[config.mk]
export PLATFORM = sky130hd
export DESIGN_NAME = announcement_trunk_control
export DESIGN_NICKNAME = d
export VERILOG_FILES = /design/src/hdl/ann_trunk_pkg.sv /design/src/hdl/pulse_qual.sv /design/src/hdl/announcement_trunk_control.sv
export SDC_FILE = /design/constraint.sdc
export NUM_CORES = 1
export LEC_CHECK = 0
export ABC_AREA = 1
export BUFFER_PORTS_ARGS = -buffer_cell sky130_fd_sc_hd__buf_4
export CAP_MARGIN = 20
export CELL_PAD_IN_SITES_DETAIL_PLACEMENT = 2
export CELL_PAD_IN_SITES_GLOBAL_PLACEMENT = 2
export CORE_MARGIN = 1.5
export CORE_UTILIZATION = 33
export CTS_BUF_LIST = sky130_fd_sc_hd__clkbuf_8
export CTS_CLUSTER_DIAMETER = 30
export DETAILED_ROUTE_END_ITERATION = 10
export HOLD_SLACK_MARGIN = 0.08
export PLACE_DENSITY_LB_ADDON = 0.1
export RECOVER_POWER = 25
export SYNTH_ARGS = -nofsm -noshare
export SYNTH_HDL_FRONTEND = slang
export SYNTH_SLANG_ARGS = --single-unit
[constraint.sdc]
create_clock -name mclk_i -period 2.3 [get_ports mclk_i]
set_clock_uncertainty 0.05 [all_clocks]
set_input_delay 0 -clock mclk_i [delete_from_list [all_inputs] [get_ports mclk_i]]
set_output_delay 0 -clock mclk_i [all_outputs]
set_load 0.02 [all_outputs]
[src/hdl/ann_trunk_pkg.sv]
// Package: constants, field layouts and types of the announcement trunk
package ann_trunk_pkg;

    ////////////////////////////////////////////////////////////////////
    // Clock and time base
    localparam int CLK_PERIOD_NS = 25;
    localparam int MS_NS = 1000000;
    localparam int TICK_CYCLES_DEF = MS_NS / CLK_PERIOD_NS;
    localparam int TICK_W = 16;

    ////////////////////////////////////////////////////////////////////
    // Pulse timing in milliseconds
    localparam int PW_W = 9;
    localparam logic [PW_W-1:0] PULSE_NOM_MS = 9'd250;
    localparam logic [PW_W-1:0] PULSE_TOL_MS = 9'd50;
    localparam logic [PW_W-1:0] PULSE_MIN_MS = PULSE_NOM_MS - PULSE_TOL_MS;
    localparam logic [PW_W-1:0] PULSE_MAX_MS = PULSE_NOM_MS + PULSE_TOL_MS;
    localparam logic [PW_W-1:0] START_PULSE_MS = PULSE_NOM_MS;
    localparam logic [PW_W-1:0] LEVEL_GAP_MS = 9'd10;
    localparam logic [PW_W-1:0] PW_SAT = '1;

    // Longest message is two hours
    localparam int DUR_W = 23;
    localparam logic [DUR_W-1:0] MAX_PLAY_MS = 23'd7200000;

    ////////////////////////////////////////////////////////////////////
    // Register port
    localparam int ADDR_W = 4;
    localparam int DATA_W = 32;
    localparam logic [ADDR_W-1:0] ADDR_CTRL = 4'h0;
    localparam logic [ADDR_W-1:0] ADDR_CMD = 4'h4;
    localparam logic [ADDR_W-1:0] ADDR_STAT = 4'h8;
    localparam logic [ADDR_W-1:0] ADDR_DUR = 4'hc;

    localparam int CMD_REQ_BIT = 0;
    localparam int CMD_REL_BIT = 1;
    localparam int CMD_SEIZE_BIT = 2;
    localparam int CMD_UNSEIZE_BIT = 3;
    localparam int CMD_CLR_ERR_BIT = 4;

    ////////////////////////////////////////////////////////////////////
    // Types
    typedef enum logic [1:0] {
        MODE_CONT, MODE_PULSE, MODE_LEVEL, MODE_RSVD
    } mode_t;

    typedef enum logic [1:0] {
        ST_IDLE, ST_WAIT, ST_PLAY, ST_RESTART
    } state_t;

    typedef struct packed {
        logic [3:0] rep_limit;
        logic icpt_ok;
        logic barge;
        logic gnd_play;
        logic multi;
        mode_t mode;
    } ctrl_t;

    localparam int CTRL_W = $bits(ctrl_t);
    localparam ctrl_t CTRL_RST = '{
        rep_limit: 4'h3, icpt_ok: 1'b0, barge: 1'b0,
        gnd_play: 1'b0, multi: 1'b0, mode: MODE_CONT};

    typedef struct packed {
        logic [3:0] rep;
        state_t state;
        logic avail;
        logic answered;
        logic seized;
        logic bad_pulse;
        logic connected;
    } stat_t;

endpackage : ann_trunk_pkg

[src/hdl/pulse_qual.sv]
// Width qualifier for the announcer control-line pulses
`timescale 1ns/1ps
module pulse_qual
    import ann_trunk_pkg::*;
(
    // Clock and reset
    input wire logic mclk_i,
    input wire logic reset_i,
    // Time base and line
    input wire logic tick_i,
    input wire logic line_i,
    // Verdict at the trailing edge
    output logic ok_o,
    output logic bad_o
);

    logic line_d_r;
    logic [PW_W-1:0] width_r;
    logic fall;
    logic in_win;

    assign fall = line_d_r && !line_i;
    assign in_win = (width_r >= PULSE_MIN_MS) && (width_r <= PULSE_MAX_MS);

    always_ff @(posedge mclk_i) begin
        if (reset_i) begin
            line_d_r <= 1'b0;
        end else begin
            line_d_r <= line_i;
        end
    end

    // Saturates so a stuck line cannot wrap into the window
    always_ff @(posedge mclk_i) begin
        if (reset_i) begin
            width_r <= '0;
        end else if (line_i && !line_d_r) begin
            width_r <= '0;
        end else if (line_i && tick_i && width_r != PW_SAT) begin
            width_r <= width_r + 1'b1;
        end
    end

    always_ff @(posedge mclk_i) begin
        if (reset_i) begin
            ok_o <= 1'b0;
            bad_o <= 1'b0;
        end else begin
            ok_o <= fall && in_win;
            bad_o <= fall && !in_win;
        end
    end
endmodule : pulse_qual

[src/hdl/announcement_trunk_control.sv]
// Announcement trunk unit: start drive, cut-through, repeats, seizure
// Function
// Outgoing seizure puts battery on tip and ground on ring.
// Far end answers seizure with a low-resistance loop across tip/ring.
// Continuous announcer replays endlessly without any start request.
// Continuous announcer start line is tied permanently to ground.
// Announcer pulses about 250 ms at message end; trunk cuts through.
// Continuous mode supports both barge-in and ringback until restart.
// Announcer grounds availability only when recorded and online.
// Start modes ignore availability; trunk output drives announcer start.
// Pulse start plays the message through to its end.
// Pulse start ignores further start pulses during playback.
// Level start plays from leading edge until trailing edge or end.
// Message cut short by level removal is reset for replay.
// Start modes also pulse about 250 ms at message start.
// Up to 24 trunks share one channel's start and end lines.
// Multi-channel trunks own one channel each and act independently.
// Multi-channel modes never bridge trunks onto one channel.
// Play tracking handles two-hour announcements without overflow.
// Setting picks whether announcer ground means play or idle.
// Count repeats; at limit force disconnect or attendant intercept.
// Setting picks the point where a waiting call joins.
// Each trunk is set to exactly one announcer mode.
// Timing from a millisecond tick; pulses width-checked with tolerance.
`timescale 1ns/1ps
module announcement_trunk_control
    import ann_trunk_pkg::*;
#(
    parameter int TICK_CYCLES = TICK_CYCLES_DEF
) (
    // Clock and reset
    input wire logic mclk_i,
    input wire logic reset_i,
    // Register port
    input wire logic [ADDR_W-1:0] addr_i,
    input wire logic [DATA_W-1:0] wdata_i,
    input wire logic wr_i,
    input wire logic rd_i,
    output logic [DATA_W-1:0] rdata_o,
    // Trunk control line, two-way: availability in, start out
    input wire logic trunk_ctl_i,
    output logic trunk_ctl_o,
    output logic trunk_ctl_oe_o,
    // Announcer message pulse line, 1 = ground
    input wire logic msg_gnd_i,
    // Outgoing seizure
    input wire logic loop_i,
    output logic tip_batt_o,
    // Call path
    output logic connect_o,
    output logic ringback_o,
    output logic disc_o,
    output logic icpt_o
);

    ////////////////////////////////////////////////////////////////////
    // Declarations
    ctrl_t ctrl_r;
    ctrl_t ctrl_nxt;
    state_t state_r;
    logic [TICK_W-1:0] tick_cnt_r;
    logic tick;
    logic [3:0] rep_r;
    logic [PW_W-1:0] timer_r;
    logic [DUR_W-1:0] dur_r;
    logic start_r;
    logic start_nxt;
    logic own_r;
    logic seize_r;
    logic bad_r;
    logic disc_r;
    logic icpt_r;
    logic [DATA_W-1:0] rdata_r;
    logic cont;
    logic lvl;
    logic ctl_act;
    logic avail;
    logic qual_ok;
    logic qual_bad;
    logic rep_last;
    logic kick;
    logic wr_cmd;
    logic req_cmd;
    logic rel_cmd;
    stat_t stat;

    assign cont = ctrl_r.mode == MODE_CONT;
    assign lvl = ctrl_r.mode == MODE_LEVEL;
    assign wr_cmd = wr_i && addr_i == ADDR_CMD;
    assign req_cmd = wr_cmd && wdata_i[CMD_REQ_BIT];
    assign rel_cmd = wr_cmd && wdata_i[CMD_REL_BIT];

    ////////////////////////////////////////////////////////////////////
    // Millisecond time base
    assign tick = tick_cnt_r == TICK_W'(TICK_CYCLES - 1);

    always_ff @(posedge mclk_i) begin
        if (reset_i || tick) begin
            tick_cnt_r <= '0;
        end else begin
            tick_cnt_r <= tick_cnt_r + 1'b1;
        end
    end

    ////////////////////////////////////////////////////////////////////
    // Line sensing
    // Ground sense of the message line is software's choice
    assign ctl_act = ~(msg_gnd_i ^ ctrl_r.gnd_play);
    // Availability only counts in continuous mode, never while we drive
    assign avail = cont && !trunk_ctl_oe_o && trunk_ctl_i;

    pulse_qual u_qual (
        .mclk_i (mclk_i),
        .reset_i(reset_i),
        .tick_i (tick),
        .line_i (ctl_act),
        .ok_o   (qual_ok),
        .bad_o  (qual_bad)
    );

    ////////////////////////////////////////////////////////////////////
    // Configuration
    always_comb begin
        ctrl_nxt = ctrl_t'(wdata_i[CTRL_W-1:0]);
        if (ctrl_nxt.mode == MODE_RSVD) begin
            ctrl_nxt.mode = ctrl_r.mode;
        end
    end

    always_ff @(posedge mclk_i) begin
        if (reset_i) begin
            ctrl_r <= CTRL_RST;
        end else if (wr_i && addr_i == ADDR_CTRL) begin
            ctrl_r <= ctrl_nxt;
        end
    end

    ////////////////////////////////////////////////////////////////////
    // Call state
    assign rep_last = ctrl_r.rep_limit != '0
                      && rep_r + 1'b1 == ctrl_r.rep_limit;
    assign kick = !rel_cmd && !cont
                  && ((state_r == ST_IDLE && req_cmd)
                      || (state_r == ST_PLAY && qual_ok && !rep_last));

    always_ff @(posedge mclk_i) begin
        if (reset_i) begin
            state_r <= ST_IDLE;
            rep_r <= '0;
            disc_r <= 1'b0;
            icpt_r <= 1'b0;
        end else begin
            disc_r <= 1'b0;
            icpt_r <= 1'b0;
            if (rel_cmd) begin
                state_r <= ST_IDLE;
            end else begin
                case (state_r)
                    ST_IDLE: begin
                        if (req_cmd) begin
                            rep_r <= '0;
                            // Barge-in joins mid-message; else ringback
                            if (ctrl_r.barge && avail) begin
                                state_r <= ST_PLAY;
                            end else begin
                                state_r <= ST_WAIT;
                            end
                        end
                    end
                    ST_WAIT: begin
                        if (cont) begin
                            if (qual_ok && avail) begin
                                state_r <= ST_PLAY;
                            end
                        end else if (qual_ok && (own_r || !ctrl_r.multi)) begin
                            // Shared line: another unit's start also serves
                            state_r <= ST_PLAY;
                        end
                    end
                    ST_PLAY: begin
                        if (qual_ok) begin
                            if (rep_last) begin
                                state_r <= ST_IDLE;
                                icpt_r <= ctrl_r.icpt_ok;
                                disc_r <= !ctrl_r.icpt_ok;
                            end else begin
                                rep_r <= rep_r + 1'b1;
                                if (!cont) begin
                                    state_r <= ST_RESTART;
                                end
                            end
                        end
                    end
                    ST_RESTART: begin
                        if (qual_ok) begin
                            state_r <= ST_PLAY;
                        end
                    end
                    default: begin
                        state_r <= ST_IDLE;
                    end
                endcase
            end
        end
    end

    ////////////////////////////////////////////////////////////////////
    // Start drive
    // One timer serves as pulse length or as level re-arm gap
    always_ff @(posedge mclk_i) begin
        if (reset_i) begin
            timer_r <= '0;
        end else if (kick) begin
            timer_r <= lvl ? LEVEL_GAP_MS : START_PULSE_MS;
        end else if (tick && timer_r != '0) begin
            timer_r <= timer_r - 1'b1;
        end
    end

    always_comb begin
        if (cont || state_r == ST_IDLE) begin
            start_nxt = 1'b0;
        end else if (lvl) begin
            // Dropping the level resets the message for the next call
            start_nxt = timer_r == '0 && !kick;
        end else begin
            start_nxt = timer_r != '0;
        end
    end

    always_ff @(posedge mclk_i) begin
        if (reset_i) begin
            start_r <= 1'b0;
            own_r <= 1'b0;
        end else begin
            start_r <= start_nxt;
            // Multi-channel trunk trusts only pulses it provoked itself
            if (state_r == ST_IDLE) begin
                own_r <= 1'b0;
            end else if (start_r) begin
                own_r <= 1'b1;
            end
        end
    end

    // Grounds the start line only; open otherwise so 24 units can share it
    assign trunk_ctl_o = start_r;
    assign trunk_ctl_oe_o = start_r;

    ////////////////////////////////////////////////////////////////////
    // Play duration, saturating so a two-hour message never wraps
    always_ff @(posedge mclk_i) begin
        if (reset_i || state_r == ST_IDLE || state_r == ST_WAIT) begin
            dur_r <= '0;
        end else if (tick && dur_r != MAX_PLAY_MS) begin
            dur_r <= dur_r + 1'b1;
        end
    end

    ////////////////////////////////////////////////////////////////////
    // Seizure and error flag
    always_ff @(posedge mclk_i) begin
        if (reset_i) begin
            seize_r <= 1'b0;
        end else if (wr_cmd && wdata_i[CMD_SEIZE_BIT]) begin
            seize_r <= 1'b1;
        end else if (wr_cmd && wdata_i[CMD_UNSEIZE_BIT]) begin
            seize_r <= 1'b0;
        end
    end

    // A fresh bad pulse wins over a clear in the same cycle
    always_ff @(posedge mclk_i) begin
        if (reset_i) begin
            bad_r <= 1'b0;
        end else if (qual_bad) begin
            bad_r <= 1'b1;
        end else if (wr_cmd && wdata_i[CMD_CLR_ERR_BIT]) begin
            bad_r <= 1'b0;
        end
    end

    assign tip_batt_o = seize_r;
    assign connect_o = state_r == ST_PLAY || state_r == ST_RESTART;
    assign ringback_o = state_r == ST_WAIT;
    assign disc_o = disc_r;
    assign icpt_o = icpt_r;

    ////////////////////////////////////////////////////////////////////
    // Read port
    always_comb begin
        stat.rep = rep_r;
        stat.state = state_r;
        stat.avail = avail;
        stat.answered = seize_r && loop_i;
        stat.seized = seize_r;
        stat.bad_pulse = bad_r;
        stat.connected = connect_o;
    end

    always_ff @(posedge mclk_i) begin
        if (reset_i || !rd_i) begin
            rdata_r <= '0;
        end else if (addr_i == ADDR_CTRL) begin
            rdata_r <= DATA_W'(ctrl_r);
        end else if (addr_i == ADDR_STAT) begin
            rdata_r <= DATA_W'(stat);
        end else if (addr_i == ADDR_DUR) begin
            rdata_r <= DATA_W'(dur_r);
        end else begin
            rdata_r <= '0;
        end
    end

    assign rdata_o = rdata_r;
endmodule : announcement_trunk_control

==> impl_metrics.env <==
export IMPL_status="complete, no violations"
export IMPL_tns_ns=0
export IMPL_ff_latch_area_sq_um=2102
export IMPL_tightest_slew_ns=0.5407
export IMPL_ios=82
export IMPL_yosys_area_top_type="dfxtp_1"
export IMPL_antennaDiodeCount=0
export IMPL_synth_adder_area_share_pct=1.892
export IMPL_drv_slew=0
export IMPL_path_clk_slew_ns=0.11
export IMPL_cts_made_buffers=9
export IMPL_tritoncts="done"
export IMPL_worstHoldPathType="in2reg"
export IMPL_p_leak_uw=0.002381
export IMPL_ys_warnings_count=0
export IMPL_grt_total_usage_pct=20.98
export IMPL_post_cts_buffers=0
export IMPL_p_per_area_nw_per_um2=562.7
export IMPL_synth_compound_area_share_pct=10.22
export IMPL_clock_latency_ns=0.40
export IMPL_fin_crit_ns=2.089
export IMPL_nNetsFinal=869
export IMPL_postLayoutCoreUtil_pct=38.95
export IMPL_grt_max_degree=24
export IMPL_synthTopCellsByArea="dfxtp_1, nand2_1, inv_1"
export IMPL_synth_xor_area_share_pct=5.960
export IMPL_grt_setup_unrepaired="no"
export IMPL_multiInputGateArea_sq_um=2645
export IMPL_synth_seq_cells=105
export IMPL_numClockSinks=105
export IMPL_io_buffers=50
export IMPL_avgRoutedWirePerCell_um=15.99
export IMPL_ys_async_sr_fraction_pct=0
export IMPL_synthMuxAreaShare_pct=0
export IMPL_yosysUniqueCellTypes=38
export IMPL_reg2reg_slack_ns=0.21
export IMPL_dp_final_hpwl_mm=12.60
export IMPL_routed_via_density=4.850
export IMPL_postPlaceCellArea_sq_um=5889
export IMPL_drc=0
export IMPL_cp_arrival_ns=2.38
export IMPL_dieArea_sq_um=16800
export IMPL_synthSimpleGateAreaFrac_pct=31.24
export IMPL_worstSetupStartpointType="flop"
export IMPL_synth_area_sq_um=5290
export IMPL_die_h_um=129.6
export IMPL_drive_gt1_share_pct=10.10
export IMPL_synth_edf_count=0
export IMPL_num_vias=5034
export IMPL_fill_cells=1922
export IMPL_first_iter_violations=127
export IMPL_die_w_um=129.6
export IMPL_core_area_sq_um=15770
export IMPL_grt_overflow=0
export IMPL_row_count=46
export IMPL_syn_instance_count=746
export IMPL_clockBufferDepth=2
export IMPL_fmax_mhz=478.6
export IMPL_dr_pass1_iters=4
export IMPL_cp_required_ns=2.59
export IMPL_synth_top_cell_area_share_pct=39.74
export IMPL_antenna_found_initial=0
export IMPL_ys_seq_area_share_pct=39.74
export IMPL_floorplan_initialDensity_pct=33.54
export IMPL_grt_pass1_wl_mm=27.59
export IMPL_clock_root_buffer="clkbuf_8"
export IMPL_grt_pass1_vias=5417
export IMPL_setup_viol=0
export IMPL_synth_top_family_by_area="simple AND/OR/NAND/NOR gates"
export IMPL_period_share_pct=90.84
export IMPL_gp_congestion=0.7740
export IMPL_ant_nets=0
export IMPL_ir_drop_uv=276.8
export IMPL_fin_area_sq_um=6142
export IMPL_area_growth_pct=16.11
export IMPL_max_slew_margin_rel_pct=63.95
export IMPL_synth_top_flop_cell="dfxtp_1"
export IMPL_htreeDepth=3
export IMPL_maxCapViolations=0
export IMPL_path_max_fanout=7
export IMPL_end_kind="flop"
export IMPL_drt_wl_total_mm=16.60
export IMPL_critPathKind="reg2reg"
export IMPL_syn_avg_cell_area_sq_um=7.091
export IMPL_hold_violations=0
[per-stage QoR]
| step | hold slack, ns | setup WS (ns) | std cells | total power (uW) |
|---|---|---|---|---|
| after CTS | 0.08030 | 0.1898 | 1038 | 3520 |
| after floorplan | 0.07633 | 0.5813 | 754 | 2178 |
| final | 0.1255 | 0.2106 | 1038 | 3456 |
| after global placement | 0.1675 | 0.3285 | 1006 | 2301 |
| after global routing | 0.1557 | 0.005992 | 1038 | 3632 |
| after detailed placement | 0.1857 | 0.2290 | 1006 | 2322 |
[report_power, final]
part	switching, uW	internal (uW)	total, uW
Sequential	30.7	1840	1870
Clock	671	492	1160
Combinational	286	133	419
[critical path: stages, from the launching register on]
cell and delay [ns]:
dfxtp_1 0.46, ha_1 0.30, xnor2_1 0.14, nand2_1 0.07, nor2_1 0.11, nand3_1 0.16, nand2_1 0.12, nand2_2 0.09
a21oi_1 0.32, nor2_1 0.10, nor2_1 0.12
[cell usage in the layout (no fill, tap or decap), types with 3 or more instances in the layout]
master	instances
a221oi_1	5
or2_2	4
nand2_2	6
xor2_1	32
a21oi_1	60
ha_1	8
clkbuf_8	9
clkbuf_1	28
conb_1	9
o21ai_1	4
dlygate4sd3_1	17
nor2_1	101
inv_2	7
nand2_1	146
nor2_2	3
xnor2_1	4
o22ai_1	4
inv_1	105
nor4_1	3
clkinvlp_4	3
buf_4	32
o21ai_0	24
nand3_1	42
dfxtp_1	105
nor3_1	16
nor3_2	8
nand4_1	18
[flip-flops by register name, summed over array words and instances, names as in the netlist, 2 cells and up]
signal and count:
rep_r 4, tick_cnt_r 16, u_qual.width_r 9, rdata_o 23, state_r 2, ctrl_r 10
dur_r 23, timer_r 9
[cell type report]
| cell class | count | share of cell area, % |
|---|---|---|
| clock inverter | 6 | 0.9982 |
| timing repair buffer | 78 | 8.515 |
| sequential | 105 | 34.22 |
| inverter | 111 | 6.783 |
| tap | 216 | 4.400 |
| clock buffer | 9 | 2.017 |
| multi-input combinational | 513 | 43.06 |
[what timing repair did]
action                     CTS  global route
hold buffers                17             0
setup endpoints to repair    0             1
hold endpoints to repair    38             0
resized for setup            0             1
[layer usage]
metal / share of wire [%] / GRT usage [%]
met3: 1.8 / 3.468
met5: 0 / 0
met2: 51 / 38.10
met1: 46 / 25.75
met4: 1.0 / 5.098
[logic make-up after synthesis]
family                     Yosys count
adders and majority gates            8
DFF                                105
buffers and inverters              136
and+or+nand+nor                    359
AOI/OAI and AO/OA                  101
xor gates and xnor gates            36
other                                1
[synthesized netlist by cell type (3+ instances only)]
cell      number
ha_1           8
buf_4         14
nand4_1       18
o21ai_1        4
buf_2          4
a21oi_1       60
nor3_1        16
inv_2          7
dfxtp_1      105
o22ai_1        4
nand2_1      147
or2_2          4
nand2_2        5
nor3_2         8
a221oi_1       5
xor2_1        32
nor2_2         3
inv_1        104
nor4_1         3
o21ai_0       24
nand3_1       42
xnor2_1        4
nor2_1       101
clkbuf_1       6
[path summary, 6_finish.rpt]
kind | from | cells past startpoint | to
worst min-delay path | trunk_ctl_i | 5 | rdata_o[4]
worst max-delay path | rep_r[0] | 10 | timer_r[7]
worst max register to register | rep_r[0] | 10 | timer_r[7]
worst min register to register | tick_cnt_r[0] | 1 | tick_cnt_r[0]
(Power assumes the default switching activity.)
